==> src/rtl/smd_pkg.sv <==
// constants and types shared by the secure memory map decoder
package smd_pkg;

  localparam int ADDR_W = 32;

  // alias structure: bit 28 selects the secure alias of each 512MB pair
  localparam int SEC_BIT = 28;
  localparam logic [31:0] ALIAS_MASK = 32'hEFFF_FFFF;

  // debug areas kept out of the alias fold (system region and up)
  localparam logic [31:0] DBG_BASE = 32'hE000_0000;

  // code sram: four banks of 512KB from the non-secure base
  localparam logic [31:0] CODE_BASE = 32'h0000_0000;
  localparam logic [31:0] CODE_LAST = 32'h001F_FFFF;
  localparam int CODE_BANK_LSB = 19;
  localparam logic [31:0] CODE_BANK3 = 32'h0018_0000;

  // quad-spi flash: 8MB window, 256KB directly readable
  localparam logic [31:0] QSPI_BASE = 32'h0020_0000;
  localparam logic [31:0] QSPI_LAST = 32'h009F_FFFF;
  localparam logic [31:0] QSPI_DIRECT_SIZE = 32'h0004_0000;

  // otp emulation registers
  localparam logic [31:0] OTP_BASE = 32'h0E00_0000;
  localparam logic [31:0] OTP_LAST = 32'h0E00_00FF;

  // internal sram banks of 32KB each
  localparam logic [31:0] ISRAM0_BASE = 32'h2000_0000;
  localparam logic [31:0] ISRAM0_LAST = 32'h2000_7FFF;
  localparam logic [31:0] ISRAM1_BASE = 32'h2000_8000;
  localparam logic [31:0] ISRAM1_LAST = 32'h2000_FFFF;

  // one-hot target positions
  localparam int TGT_N = 9;
  localparam int T_CODE0 = 0;
  localparam int T_QSPI = 4;
  localparam int T_OTP = 5;
  localparam int T_ISRAM0 = 6;
  localparam int T_ISRAM1 = 7;
  localparam int T_DBG = 8;

  typedef enum logic [3:0] {
    SMD_TGT_CODE0,
    SMD_TGT_CODE1,
    SMD_TGT_CODE2,
    SMD_TGT_CODE3,
    SMD_TGT_QSPI,
    SMD_TGT_OTP,
    SMD_TGT_ISRAM0,
    SMD_TGT_ISRAM1,
    SMD_TGT_DBG,
    SMD_TGT_DEFAULT
  } smd_tgt_t;

endpackage

==> src/rtl/smd_decoder.sv <==
// address decoder for code, quad-spi, otp and internal sram regions
`timescale 1ns/100ps
// ----------------------------------------------------------------------
// How it works
// - address space alternates 256MB non-secure and secure aliases.
// - debug areas at the top of the map skip the alias fold.
// - four 512KB code sram banks from 0x0, secure at 0x1000_0000.
// - 8MB quad-spi window 0x0020_0000..0x009F_FFFF goes to flash.
// - direct flash reads reach only the lowest 256KB.
// - otp emulation registers at 0x0E00_0000..0x0E00_00FF.
// - 32KB internal sram bank 0 at 0x2000_0000 and 0x3000_0000.
// - every register bit clears to zero on reset.
// - 32KB internal sram bank 1 at 0x2000_8000 and 0x3000_8000.
// ----------------------------------------------------------------------
module smd_decoder
  import smd_pkg::*;
(
  input wire logic mclk_i,
  input wire logic rst_n_i,
  input wire logic req_i,
  input wire logic write_i,
  input wire logic [smd_pkg::ADDR_W-1:0] addr_i,
  output logic [smd_pkg::TGT_N-1:0] sel_o,
  output logic secure_o,
  output logic [smd_pkg::ADDR_W-1:0] offset_o,
  output logic [1:0] code_bank_o,
  output logic valid_o,
  output logic err_o,
  output logic ready_o
);
  import smd_pkg::*;

  // --------------------------------------------------------------------
  // region decode
  // --------------------------------------------------------------------
  function automatic logic in_range(input logic [31:0] a,
                                    input logic [31:0] lo,
                                    input logic [31:0] hi);
    in_range = (a >= lo) && (a <= hi);
  endfunction

  wire logic is_dbg = (addr_i >= DBG_BASE);
  wire logic [31:0] fold_addr = is_dbg ? addr_i
                                       : (addr_i & ALIAS_MASK);
  wire logic is_sec = !is_dbg && addr_i[SEC_BIT];
  wire logic hit_code = in_range(fold_addr, CODE_BASE, CODE_LAST);
  wire logic hit_qspi = in_range(fold_addr, QSPI_BASE, QSPI_LAST);
  wire logic [31:0] qspi_off = fold_addr - QSPI_BASE;
  wire logic qspi_ok = hit_qspi && (qspi_off < QSPI_DIRECT_SIZE);
  wire logic hit_otp = in_range(fold_addr, OTP_BASE, OTP_LAST);
  wire logic hit_is0 = in_range(fold_addr, ISRAM0_BASE, ISRAM0_LAST);
  wire logic hit_is1 = in_range(fold_addr, ISRAM1_BASE, ISRAM1_LAST);
  wire logic [1:0] bank = fold_addr[CODE_BANK_LSB +: 2];
  wire logic mapped = hit_code || qspi_ok || hit_otp || hit_is0
                      || hit_is1 || is_dbg;

  logic [TGT_N-1:0] sel_d;
  logic [31:0] off_d;

  always_comb begin
    sel_d = '0;
    off_d = '0;
    if (is_dbg) begin
      sel_d[T_DBG] = 1'b1;
      off_d = addr_i - DBG_BASE;
    end else if (hit_code) begin
      sel_d[T_CODE0 + int'(bank)] = 1'b1;
      off_d = fold_addr - CODE_BASE;
    end else if (qspi_ok) begin
      sel_d[T_QSPI] = 1'b1;
      off_d = qspi_off;
    end else if (hit_otp) begin
      sel_d[T_OTP] = 1'b1;
      off_d = fold_addr - OTP_BASE;
    end else if (hit_is0) begin
      sel_d[T_ISRAM0] = 1'b1;
      off_d = fold_addr - ISRAM0_BASE;
    end else if (hit_is1) begin
      sel_d[T_ISRAM1] = 1'b1;
      off_d = fold_addr - ISRAM1_BASE;
    end
  end

  // --------------------------------------------------------------------
  // default error target
  // --------------------------------------------------------------------
  wire logic err_busy;
  wire logic err_done;
  wire logic take = req_i && !err_busy;
  wire logic err_req = take && !mapped;

  smd_err_slave u_err (
    .mclk_i(mclk_i),
    .rst_n_i(rst_n_i),
    .req_i(err_req),
    .busy_o(err_busy),
    .done_o(err_done)
  );

  // --------------------------------------------------------------------
  // registered outputs
  // --------------------------------------------------------------------
  always_ff @(posedge mclk_i) begin
    if (!rst_n_i) begin
      sel_o <= '0;
      secure_o <= 1'b0;
      offset_o <= '0;
      code_bank_o <= '0;
      valid_o <= 1'b0;
      err_o <= 1'b0;
      ready_o <= 1'b0;
    end else begin
      sel_o <= (take && mapped) ? sel_d : '0;
      secure_o <= take && mapped && is_sec;
      offset_o <= (take && mapped) ? off_d : '0;
      code_bank_o <= (take && hit_code && !is_dbg) ? bank : 2'h0;
      valid_o <= take && mapped;
      err_o <= err_done;
      ready_o <= !err_busy && !err_req;
    end
  end

  // --------------------------------------------------------------------
  // checks
  // --------------------------------------------------------------------
  property p_secure_alias;
    @(posedge mclk_i) disable iff (!rst_n_i)
    (req_i && !err_busy && addr_i[SEC_BIT] && addr_i < DBG_BASE && mapped)
      |=> secure_o;
  endproperty
  a_secure_alias: assert property (p_secure_alias)
    else $error("secure alias not flagged");

  property p_dbg_plain;
    @(posedge mclk_i) disable iff (!rst_n_i)
    (req_i && !err_busy && addr_i >= DBG_BASE)
      |=> (sel_o[T_DBG] && !secure_o);
  endproperty
  a_dbg_plain: assert property (p_dbg_plain)
    else $error("debug area remapped");

  property p_code3;
    @(posedge mclk_i) disable iff (!rst_n_i)
    (take && fold_addr >= CODE_BANK3 && fold_addr <= CODE_LAST && !is_dbg)
      |=> (sel_o[T_CODE0 + 3] && code_bank_o == 2'h3);
  endproperty
  a_code3: assert property (p_code3)
    else $error("code bank 3 misdecoded");

  property p_qspi_direct;
    @(posedge mclk_i) disable iff (!rst_n_i)
    (take && !is_dbg && fold_addr == QSPI_BASE)
      |=> (sel_o[T_QSPI] && offset_o == 32'h0000_0000);
  endproperty
  a_qspi_direct: assert property (p_qspi_direct)
    else $error("flash base not routed");

  property p_qspi_limit;
    @(posedge mclk_i) disable iff (!rst_n_i)
    (take && hit_qspi && qspi_off >= QSPI_DIRECT_SIZE)
      |=> (!sel_o[T_QSPI] ##1 1'b1 ##1 err_o);
  endproperty
  a_qspi_limit: assert property (p_qspi_limit)
    else $error("flash read beyond 256KB allowed");

  property p_otp;
    @(posedge mclk_i) disable iff (!rst_n_i)
    (take && hit_otp) |=> sel_o[T_OTP];
  endproperty
  a_otp: assert property (p_otp)
    else $error("otp block misdecoded");

  property p_isram;
    @(posedge mclk_i) disable iff (!rst_n_i)
    (take && (hit_is0 || hit_is1))
      |=> (sel_o[T_ISRAM0] || sel_o[T_ISRAM1]) && offset_o < 32'h0000_8000;
  endproperty
  a_isram: assert property (p_isram)
    else $error("internal sram misdecoded");

  property p_unmapped;
    @(posedge mclk_i) disable iff (!rst_n_i)
    (take && !mapped) |=> (!valid_o && !ready_o) ##2 (err_o && !ready_o);
  endproperty
  a_unmapped: assert property (p_unmapped)
    else $error("unmapped access not errored");

  property p_refuse_busy;
    @(posedge mclk_i) disable iff (!rst_n_i)
    err_busy |-> !ready_o ##1 !valid_o;
  endproperty
  a_refuse_busy: assert property (p_refuse_busy)
    else $error("request taken while error target busy");

  property p_isram1;
    @(posedge mclk_i) disable iff (!rst_n_i)
    (take && hit_is1) |=> (sel_o[T_ISRAM1] && !sel_o[T_ISRAM0]);
  endproperty
  a_isram1: assert property (p_isram1)
    else $error("internal sram bank 1 misdecoded");

  property p_isram0_sec;
    @(posedge mclk_i) disable iff (!rst_n_i)
    (take && hit_is0 && addr_i[SEC_BIT]) |=> (sel_o[T_ISRAM0] && secure_o);
  endproperty
  a_isram0_sec: assert property (p_isram0_sec)
    else $error("secure internal sram alias misdecoded");

  // outputs read zero on the edge after any reset cycle
  property p_reset_clear;
    @(posedge mclk_i)
    !rst_n_i |=> (sel_o == '0 && offset_o == '0 && code_bank_o == 2'h0
                  && !secure_o && !valid_o && !err_o && !ready_o);
  endproperty
  a_reset_clear: assert property (p_reset_clear)
    else $error("outputs not cleared by reset");

  property p_onehot;
    @(posedge mclk_i) disable iff (!rst_n_i)
    valid_o |-> $onehot(sel_o);
  endproperty
  a_onehot: assert property (p_onehot)
    else $error("select not one-hot");

  c_secure: cover property (@(posedge mclk_i) disable iff (!rst_n_i)
    valid_o && secure_o);
  c_qspi: cover property (@(posedge mclk_i) disable iff (!rst_n_i)
    sel_o[T_QSPI]);
  c_err: cover property (@(posedge mclk_i) disable iff (!rst_n_i) err_o);
  c_dbg: cover property (@(posedge mclk_i) disable iff (!rst_n_i)
    sel_o[T_DBG]);

endmodule

==> src/rtl/smd_err_slave.sv <==
// default target: answers an unmapped transfer with a two-cycle error
`timescale 1ns/100ps
module smd_err_slave
  import smd_pkg::*;
(
  input wire logic mclk_i,
  input wire logic rst_n_i,
  input wire logic req_i,
  output logic busy_o,
  output logic done_o
);

  typedef enum logic [1:0] {
    SMD_E_IDLE,
    SMD_E_FIRST,
    SMD_E_SECOND
  } smd_estate_t;

  smd_estate_t state_q;
  smd_estate_t state_d;

  always_comb begin
    state_d = state_q;
    case (state_q)
      SMD_E_IDLE: begin
        if (req_i) begin
          state_d = SMD_E_FIRST;
        end
      end
      SMD_E_FIRST: begin
        state_d = SMD_E_SECOND;
      end
      SMD_E_SECOND: begin
        state_d = SMD_E_IDLE;
      end
      default: begin
        state_d = SMD_E_IDLE;
      end
    endcase
  end

  always_ff @(posedge mclk_i) begin
    if (!rst_n_i) begin
      state_q <= SMD_E_IDLE;
    end else begin
      state_q <= state_d;
    end
  end

  assign busy_o = (state_q != SMD_E_IDLE);
  assign done_o = (state_q == SMD_E_SECOND);

endmodule

==> config.mk <==
export PLATFORM = sky130hd
export DESIGN_NAME = smd_decoder
export DESIGN_NICKNAME = d
export VERILOG_FILES = /design/src/rtl/smd_pkg.sv /design/src/rtl/smd_decoder.sv /design/src/rtl/smd_err_slave.sv
export SDC_FILE = /design/constraint.sdc
export NUM_CORES = 1
export LEC_CHECK = 0
export ABC_AREA = 1
export ABC_CLOCK_PERIOD_IN_PS = 5300
export BUFFER_PORTS_ARGS = -buffer_cell sky130_fd_sc_hd__buf_4
export CAP_MARGIN = 30
export CORE_ASPECT_RATIO = 0.9
export CORE_UTILIZATION = 56
export CTS_CLUSTER_DIAMETER = 60
export DETAILED_ROUTE_END_ITERATION = 6
export HOLD_SLACK_MARGIN = 0.12
export PLACE_DENSITY = 0.95
export SYNTH_ARGS = -nofsm -noshare
export SYNTH_HDL_FRONTEND = slang
export SYNTH_SLANG_ARGS = --single-unit
==> constraint.sdc <==
create_clock -name mclk_i -period 5.3 [get_ports mclk_i]
set_clock_uncertainty 0.2 [all_clocks]
set_input_delay 1.06 -clock mclk_i [delete_from_list [all_inputs] [get_ports mclk_i]]
set_output_delay 1.06 -clock mclk_i [all_outputs]
set_load 0.005 [all_outputs]
### Word-level counts from Yosys, hierarchy flattened

Index checks and enable logic that the tools add are counted.
Widths: inputs -> output; s select.

| storage, ports and cells | value |
|---|---|
| bits of input ports | 36 |
| output and inout bits | 47 |
| register bits after elaboration | 49 |

| operators by class | value |
|---|---|
| bitwise operators | 3 |
| magnitude comparators | 14 |
| reduce and logical (&&, ||, !) cells | 33 |
| equal/unequal tests | 3 |
| muxes and demuxes | 16 |
| $add $sub $neg | 5 |

Operators by type and width:

| cell | count |
|---|---|
| $mux 32 | 6 |
| $ge 32x30->1 const B | 2 |
| $le 32x30->1 const B | 2 |
| $sub 32x30->32 const B | 2 |
| $ge 32x1->1 const B | 1 |
| $ge 32x22->1 const B | 1 |
| $ge 32x28->1 const B | 1 |
| $ge 32x32->1 const B | 1 |
| $le 32x21->1 const B | 1 |
| $le 32x24->1 const B | 1 |
| $le 32x28->1 const B | 1 |
| $lt 32x19->1 const B | 1 |
| $sub 32x22->32 const B | 1 |
| $sub 32x28->32 const B | 1 |
| $sub 32x32->32 const B | 1 |
| $mux 29 | 1 |
| $logic_and 1x1->1 | 15 |
| $reduce_or 4->1 | 2 |
| $reduce_or 7->1 | 1 |
| $mux 1 | 6 |
| $reduce_or 6->1 | 1 |
| $logic_or 1x1->1 | 5 |
| $lt 2x5->1 const B | 1 |
| $reduce_or 5->1 | 1 |
| 12 further kinds | 18 |

### Depth between registers and ports, before layout

| logic depth | value |
|---|---|
| depth after elaboration | 14 |
| gate-level depth with buffers | 14 |

### By module

From an unflattened synthesis, not the netlist that was laid out.

| second synthesis, totals | value |
|---|---|
| cell total of the unflattened synthesis | 421 |
| area total of the unflattened synthesis | 2,862.7 um^2 |

Modules (own cells, without submodules):

| module | times used | cells each | sequential area each (um^2) | area each (um^2) |
|---|---|---|---|---|
| smd_decoder | 1 | 411 | 940.9 | 2,787.7 |
| smd_err_slave | 1 | 10 | 40.0 | 75.1 |

### Worst setup path after synthesis

Ideal clock, no wire load.

| timing | value |
|---|---|
| path type | in2reg |
| start point | input port addr_i[29] in the netlist's numbering |
| end point | register offset_o[15] in the netlist's numbering |
| stages on the path | 13 |
| arrival | 2,437 ps |
| path buffers | 1 |
| data required time | 5,038 ps |
| library setup time | 62 ps |
| slack | 2,601 ps |
| cell sequence | buf_4 -> inv_1 -> ha_1 -> nand3_1 -> nor3_1 -> nand3_1 -> nand2_1 -> nand2_4 -> nand2_2 -> nor2_2 -> nor2_4 -> o21ai_2 -> nor2_2 |

| between the ends | value |
|---|---|
| word-level cells in the longest chain between the ends | 12 |
| elaborated cells on any way between the ends | 33 |
| those cells by class | add/sub (1); order compare (12); mux (7); reduce/logical (13) |

Ends and longest elaborated chain:

| item | line | source |
|---|---|---|
| from (decl) | smd_decoder.sv:22 | `input wire logic [smd_pkg::ADDR_W-1:0] addr_i,` |
| $ge 32x32->1 | smd_decoder.sv:42 | `wire logic is_dbg = (addr_i >= DBG_BASE);` |
| $mux 29 | smd_decoder.sv:43 | `wire logic [31:0] fold_addr = is_dbg ? addr_i` |
| $sub 32x22->32 (tied with other cells) | smd_decoder.sv:48 | `wire logic [31:0] qspi_off = fold_addr - QSPI_BASE;` |
| $lt 32x19->1 / $logic_and 1x1->1 (equally long branches) | smd_decoder.sv:49, smd_decoder.sv:39 |  |
| $logic_and 1x1->1 | smd_decoder.sv:49 | `wire logic qspi_ok = hit_qspi && (qspi_off < QSPI_DIRECT_SIZE);` |
| $logic_or 1x1->1 (3 in series) | smd_decoder.sv:54 | `wire logic mapped = hit_code \|\| qspi_ok \|\| hit_otp \|\| hit_is0` |
| $logic_or 1x1->1 (2 in series) | smd_decoder.sv:55 | `\|\| hit_is1 \|\| is_dbg;` |
| $logic_and 1x1->1 | smd_decoder.sv:115 | `offset_o <= (take && mapped) ? off_d : '0;` |
| $reduce_and 2->1 (no line) | -- |  |
| to (signal assigned) | smd_decoder.sv:115 |  |
| to (decl) | smd_decoder.sv:25 | `output logic [smd_pkg::ADDR_W-1:0] offset_o,` |

Several ways; a longest one is shown, not always the timed one.
A chain may end at the register's enable or synchronous reset.

### Worst setup path after layout

| timing | value |
|---|---|
| start point | input port addr_i[31] in the netlist's numbering |
| end point | register offset_o[27] in the netlist's numbering |

The elaborated chain is that of the path after synthesis.

==> metrics.log <==
INFO  metric worst-endpoint-required = 5.29 ns
INFO  metric ios = 83
INFO  metric drive_gt1_frac = 0.262
INFO  metric cts_setup_buffers = 0
INFO  metric finalWorstPathRequiredPeriod = 2.97 ns
INFO  metric timing_worst_setup_path_type = primary input to flop
INFO  metric synthCells = 405
INFO  metric detailed_place_hpwl = 6.13 mm
INFO  metric number_of_drc_violations_after_detailed_routing_iteration_0 = 255
INFO  metric ys_ff_latch = 49
INFO  metric worst-slew-pin-transition = 0.507 ns
INFO  metric crit_path_frequent_cell = sky130_fd_sc_hd__nand2_1
INFO  metric fin_cells = 553
INFO  metric insertion_delay = 0.31 ns
INFO  metric period_share = 0.560
INFO  metric htree_levels = 2
INFO  metric routed-via-count = 2,893
INFO  metric place_inst = 545
INFO  metric final-seq-area = 981 sq um
INFO  metric synth-edff-count = 0
INFO  metric io_port_bufs = 81
INFO  metric detailed_place.area = 0.00344 sq mm
INFO  metric max_clock_freq = 337 MHz
INFO  metric timing.max_slew.rel_slack = 0.660
INFO  metric crit-reg2reg-launch = u_err.state_q[1]
INFO  metric r2r_end = offset_o[19]
INFO  metric worst_hold_path.num_cells = 1
INFO  metric path_max_fanout = 12
INFO  metric synth_ff_type = sky130_fd_sc_hd__dfxtp_1
INFO  metric global_route.overflow_total = 0
INFO  metric yosysTopAreaCellShare = 0.350
INFO  metric die-width = 76.6 um
INFO  metric number_of_setup_violations_in_the_final_report = 0
INFO  metric initial_utilization = 0.580
INFO  metric critical_path.top_delay_family = simple AND/OR/NAND/NOR gates
INFO  metric synth.area.top_cells = sky130_fd_sc_hd__dfxtp_1 (35%), sky130_fd_sc_hd__nand2_1 (12%), sky130_fd_sc_hd__nor2_1 (11%)
INFO  metric synthDominantAreaCellType = sky130_fd_sc_hd__dfxtp_1
INFO  metric reg2reg_slack = 3.54 ns
INFO  metric crit_path_max_cell_delay = 0.45 ns
INFO  metric cts.root.buffer_cell = sky130_fd_sc_hd__clkbuf_8
INFO  metric path_cells = buf_4, nand3_2, inv_1, nand2_1, nand2_1, nor2_1, nand3_1, nand2_1, nand4_1, nand2_1, nand2_1, a21oi_2
INFO  metric die_height = 69.1 um
INFO  metric viasPerCell = 5.23
INFO  metric detail-route-antenna-nets = 0
INFO  metric synthesis.nets = 449
INFO  metric grt_first_pass_wirelength = 12.8 mm
INFO  metric antenna_diode_instance_count = 0
INFO  metric crit_path_top_delay_cell = sky130_fd_sc_hd__inv_1
INFO  metric critPathArrivalTime = 2.96 ns
INFO  metric grt_use_total = 0.312
INFO  metric worst_hold_path.endpoint = u_err.state_q[1]
INFO  metric timing.reg2reg.worst_path_depth = 5
INFO  metric synth-warning-count = 0
INFO  metric synthesis.area = 0.00280 sq mm
INFO  metric wirelength = 7.86 mm
INFO  metric grt_setup_unrepaired = no
INFO  metric finalMaxSlewViolations = 0
INFO  metric num-fill-cells = 379
INFO  metric gpl.final_weighted_congestion = 0.928
INFO  metric critical_path.startpoint_type = primary input
INFO  metric cts_buffers = 5
INFO  metric final_core_util = 0.737
INFO  metric p_per_area = 217 mW/mm^2
INFO  metric post_cts_hold_buffer_count = 0
INFO  metric synth_common_cells = sky130_fd_sc_hd__nand2_1 (92), sky130_fd_sc_hd__nor2_1 (80), sky130_fd_sc_hd__inv_1 (56)
INFO  metric timing.max_cap.violations = 0
INFO  metric grt_start_max_net_pins = 31
INFO  metric ys_seq_area_frac = 0.350
INFO  metric clock-sinks = 49
INFO  metric dieArea = 0.00529 sq mm
INFO  metric layout-area-overhead-vs-synth = 27.1%
INFO  metric core_footprint = 0.00483 sq mm
INFO  metric post_cts.resized_instances = 0
INFO  metric design_area = 0.00356 sq mm
INFO  metric class_of_the_tightest_hold_or_removal_check = flop to flop
INFO  metric grt_pass1_vias = 2,683
INFO  metric tritoncts = built
INFO  metric grt_antenna_before_repair = 0
INFO  metric crit_path_capture_type = flop
INFO  metric clkSlewWorstSetupHoldPaths = 0.09 ns
INFO  metric multi_input_area = 0.00156 sq mm
INFO  metric asyncSetResetFlopFracSynth = 0
INFO  metric post_synth.cell_area_avg = 6.92 sq um
INFO  metric drtPass1Iterations = 5
INFO  metric report.final.hold_viol_count = 0
INFO  metric max-vdd-ir-drop = 0.174 mV
INFO  metric outcome = finished, final reports clean
INFO  metric drt-wirelength-per-cell = 14.2 um
INFO  metric timing.hold.ws = 0.241 ns
INFO  metric static-leakage-power = 1.75 nW
INFO  metric finalNetCount = 531
INFO  metric placement_rows = 24
INFO  metric cp.buffers_inverters = 2
INFO  metric yosysMostFrequentCell = sky130_fd_sc_hd__nand2_1
INFO  metric hold_path_startpoint = u_err.state_q[1]
INFO  metric setup-tns-final = 0 ns
INFO  metric remaining_drc_errors = 0
INFO  metric max-clock-path-buffers = 2
INFO  metric ys_types = 33
[power by group]
part / leakage [nW] / internal [W] / switching [W]
Combinational: 1.29 / 0.0000427 / 0.0000730
Sequential: 0.396 / 0.000372 / 0.00000138
Clock: 0.0574 / 0.000154 / 0.000131
[state kept, by name (all words and copies together), names as in the netlist]
name,cells
offset_o,32
sel_o,9
code_bank_o,2
err_o,1
ready_o,1
secure_o,1
valid_o,1
u_err.state_q,2
[cell type report]
class | count | area share
Multi-Input combinational cell | 293 | 0.438
Sequential cell | 49 | 0.275
Timing Repair Buffer | 81 | 0.171
Inverter | 57 | 0.0600
Clock buffer | 6 | 0.0232
Tap cell | 65 | 0.0228
Clock inverter | 2 | 0.0105
[per-stage QoR]
stage	worst slack, ns	total power, W
after detailed placement	2.09	0.000494
after CTS	2.41	0.000773
after global placement	2.13	0.000492
final	2.33	0.000774
after floorplan	2.60	0.000444
after global routing	2.21	0.000801
[layout by cell type (no fill, tap or decap), types with 4 or more instances in the layout]
master,count
sky130_fd_sc_hd__xor2_1,8
sky130_fd_sc_hd__nand4_1,15
sky130_fd_sc_hd__nand2_2,5
sky130_fd_sc_hd__ha_1,8
sky130_fd_sc_hd__nand3_1,28
sky130_fd_sc_hd__nor2_2,4
sky130_fd_sc_hd__dfxtp_1,49
sky130_fd_sc_hd__nor3_1,6
sky130_fd_sc_hd__o21ai_0,4
sky130_fd_sc_hd__inv_1,56
sky130_fd_sc_hd__clkbuf_8,6
sky130_fd_sc_hd__a21oi_2,12
sky130_fd_sc_hd__buf_4,81
sky130_fd_sc_hd__nor2_1,80
sky130_fd_sc_hd__nor2_4,6
sky130_fd_sc_hd__nand2_1,92
[worst max path at each step]
stage | to | from | cells past startpoint
final | offset_o[27] | addr_i[31] | 12
after global routing | offset_o[27] | addr_i[29] | 12
after CTS | offset_o[27] | addr_i[31] | 12
after detailed placement | offset_o[27] | addr_i[31] | 12
after global placement | offset_o[27] | addr_i[31] | 12
after floorplan | offset_o[15] | addr_i[29] | 13
[worst reg2reg max path, cell delays in order (launching register included)]
cell and delay (ns):
sky130_fd_sc_hd__dfxtp_1 0.33, sky130_fd_sc_hd__nor2_1 0.13, sky130_fd_sc_hd__nand3_1 0.24, sky130_fd_sc_hd__inv_1 0.30, sky130_fd_sc_hd__nand2_4 0.27, sky130_fd_sc_hd__a21oi_2 0.22
[routing by layer]
metal / track usage / up-vias / part of all wire
met2: 0.495 / 118 / 0.46
met5: 0 / - / 0
met1: 0.429 / 1326 / 0.46
met3: 0.0437 / 17 / 0.063
li1: - / 1432 / -
met4: 0.118 / 0 / 0.021
[cell families after synthesis]
group,count (synthesis),synth area share
simple gates,253,0.427
buf+inv,63,0.0941
flops,49,0.350
compound gates,22,0.0616
xor+xnor,10,0.0312
fa+ha+maj,8,0.0357
No activity file was read; power rests on OpenSTA's default activity.
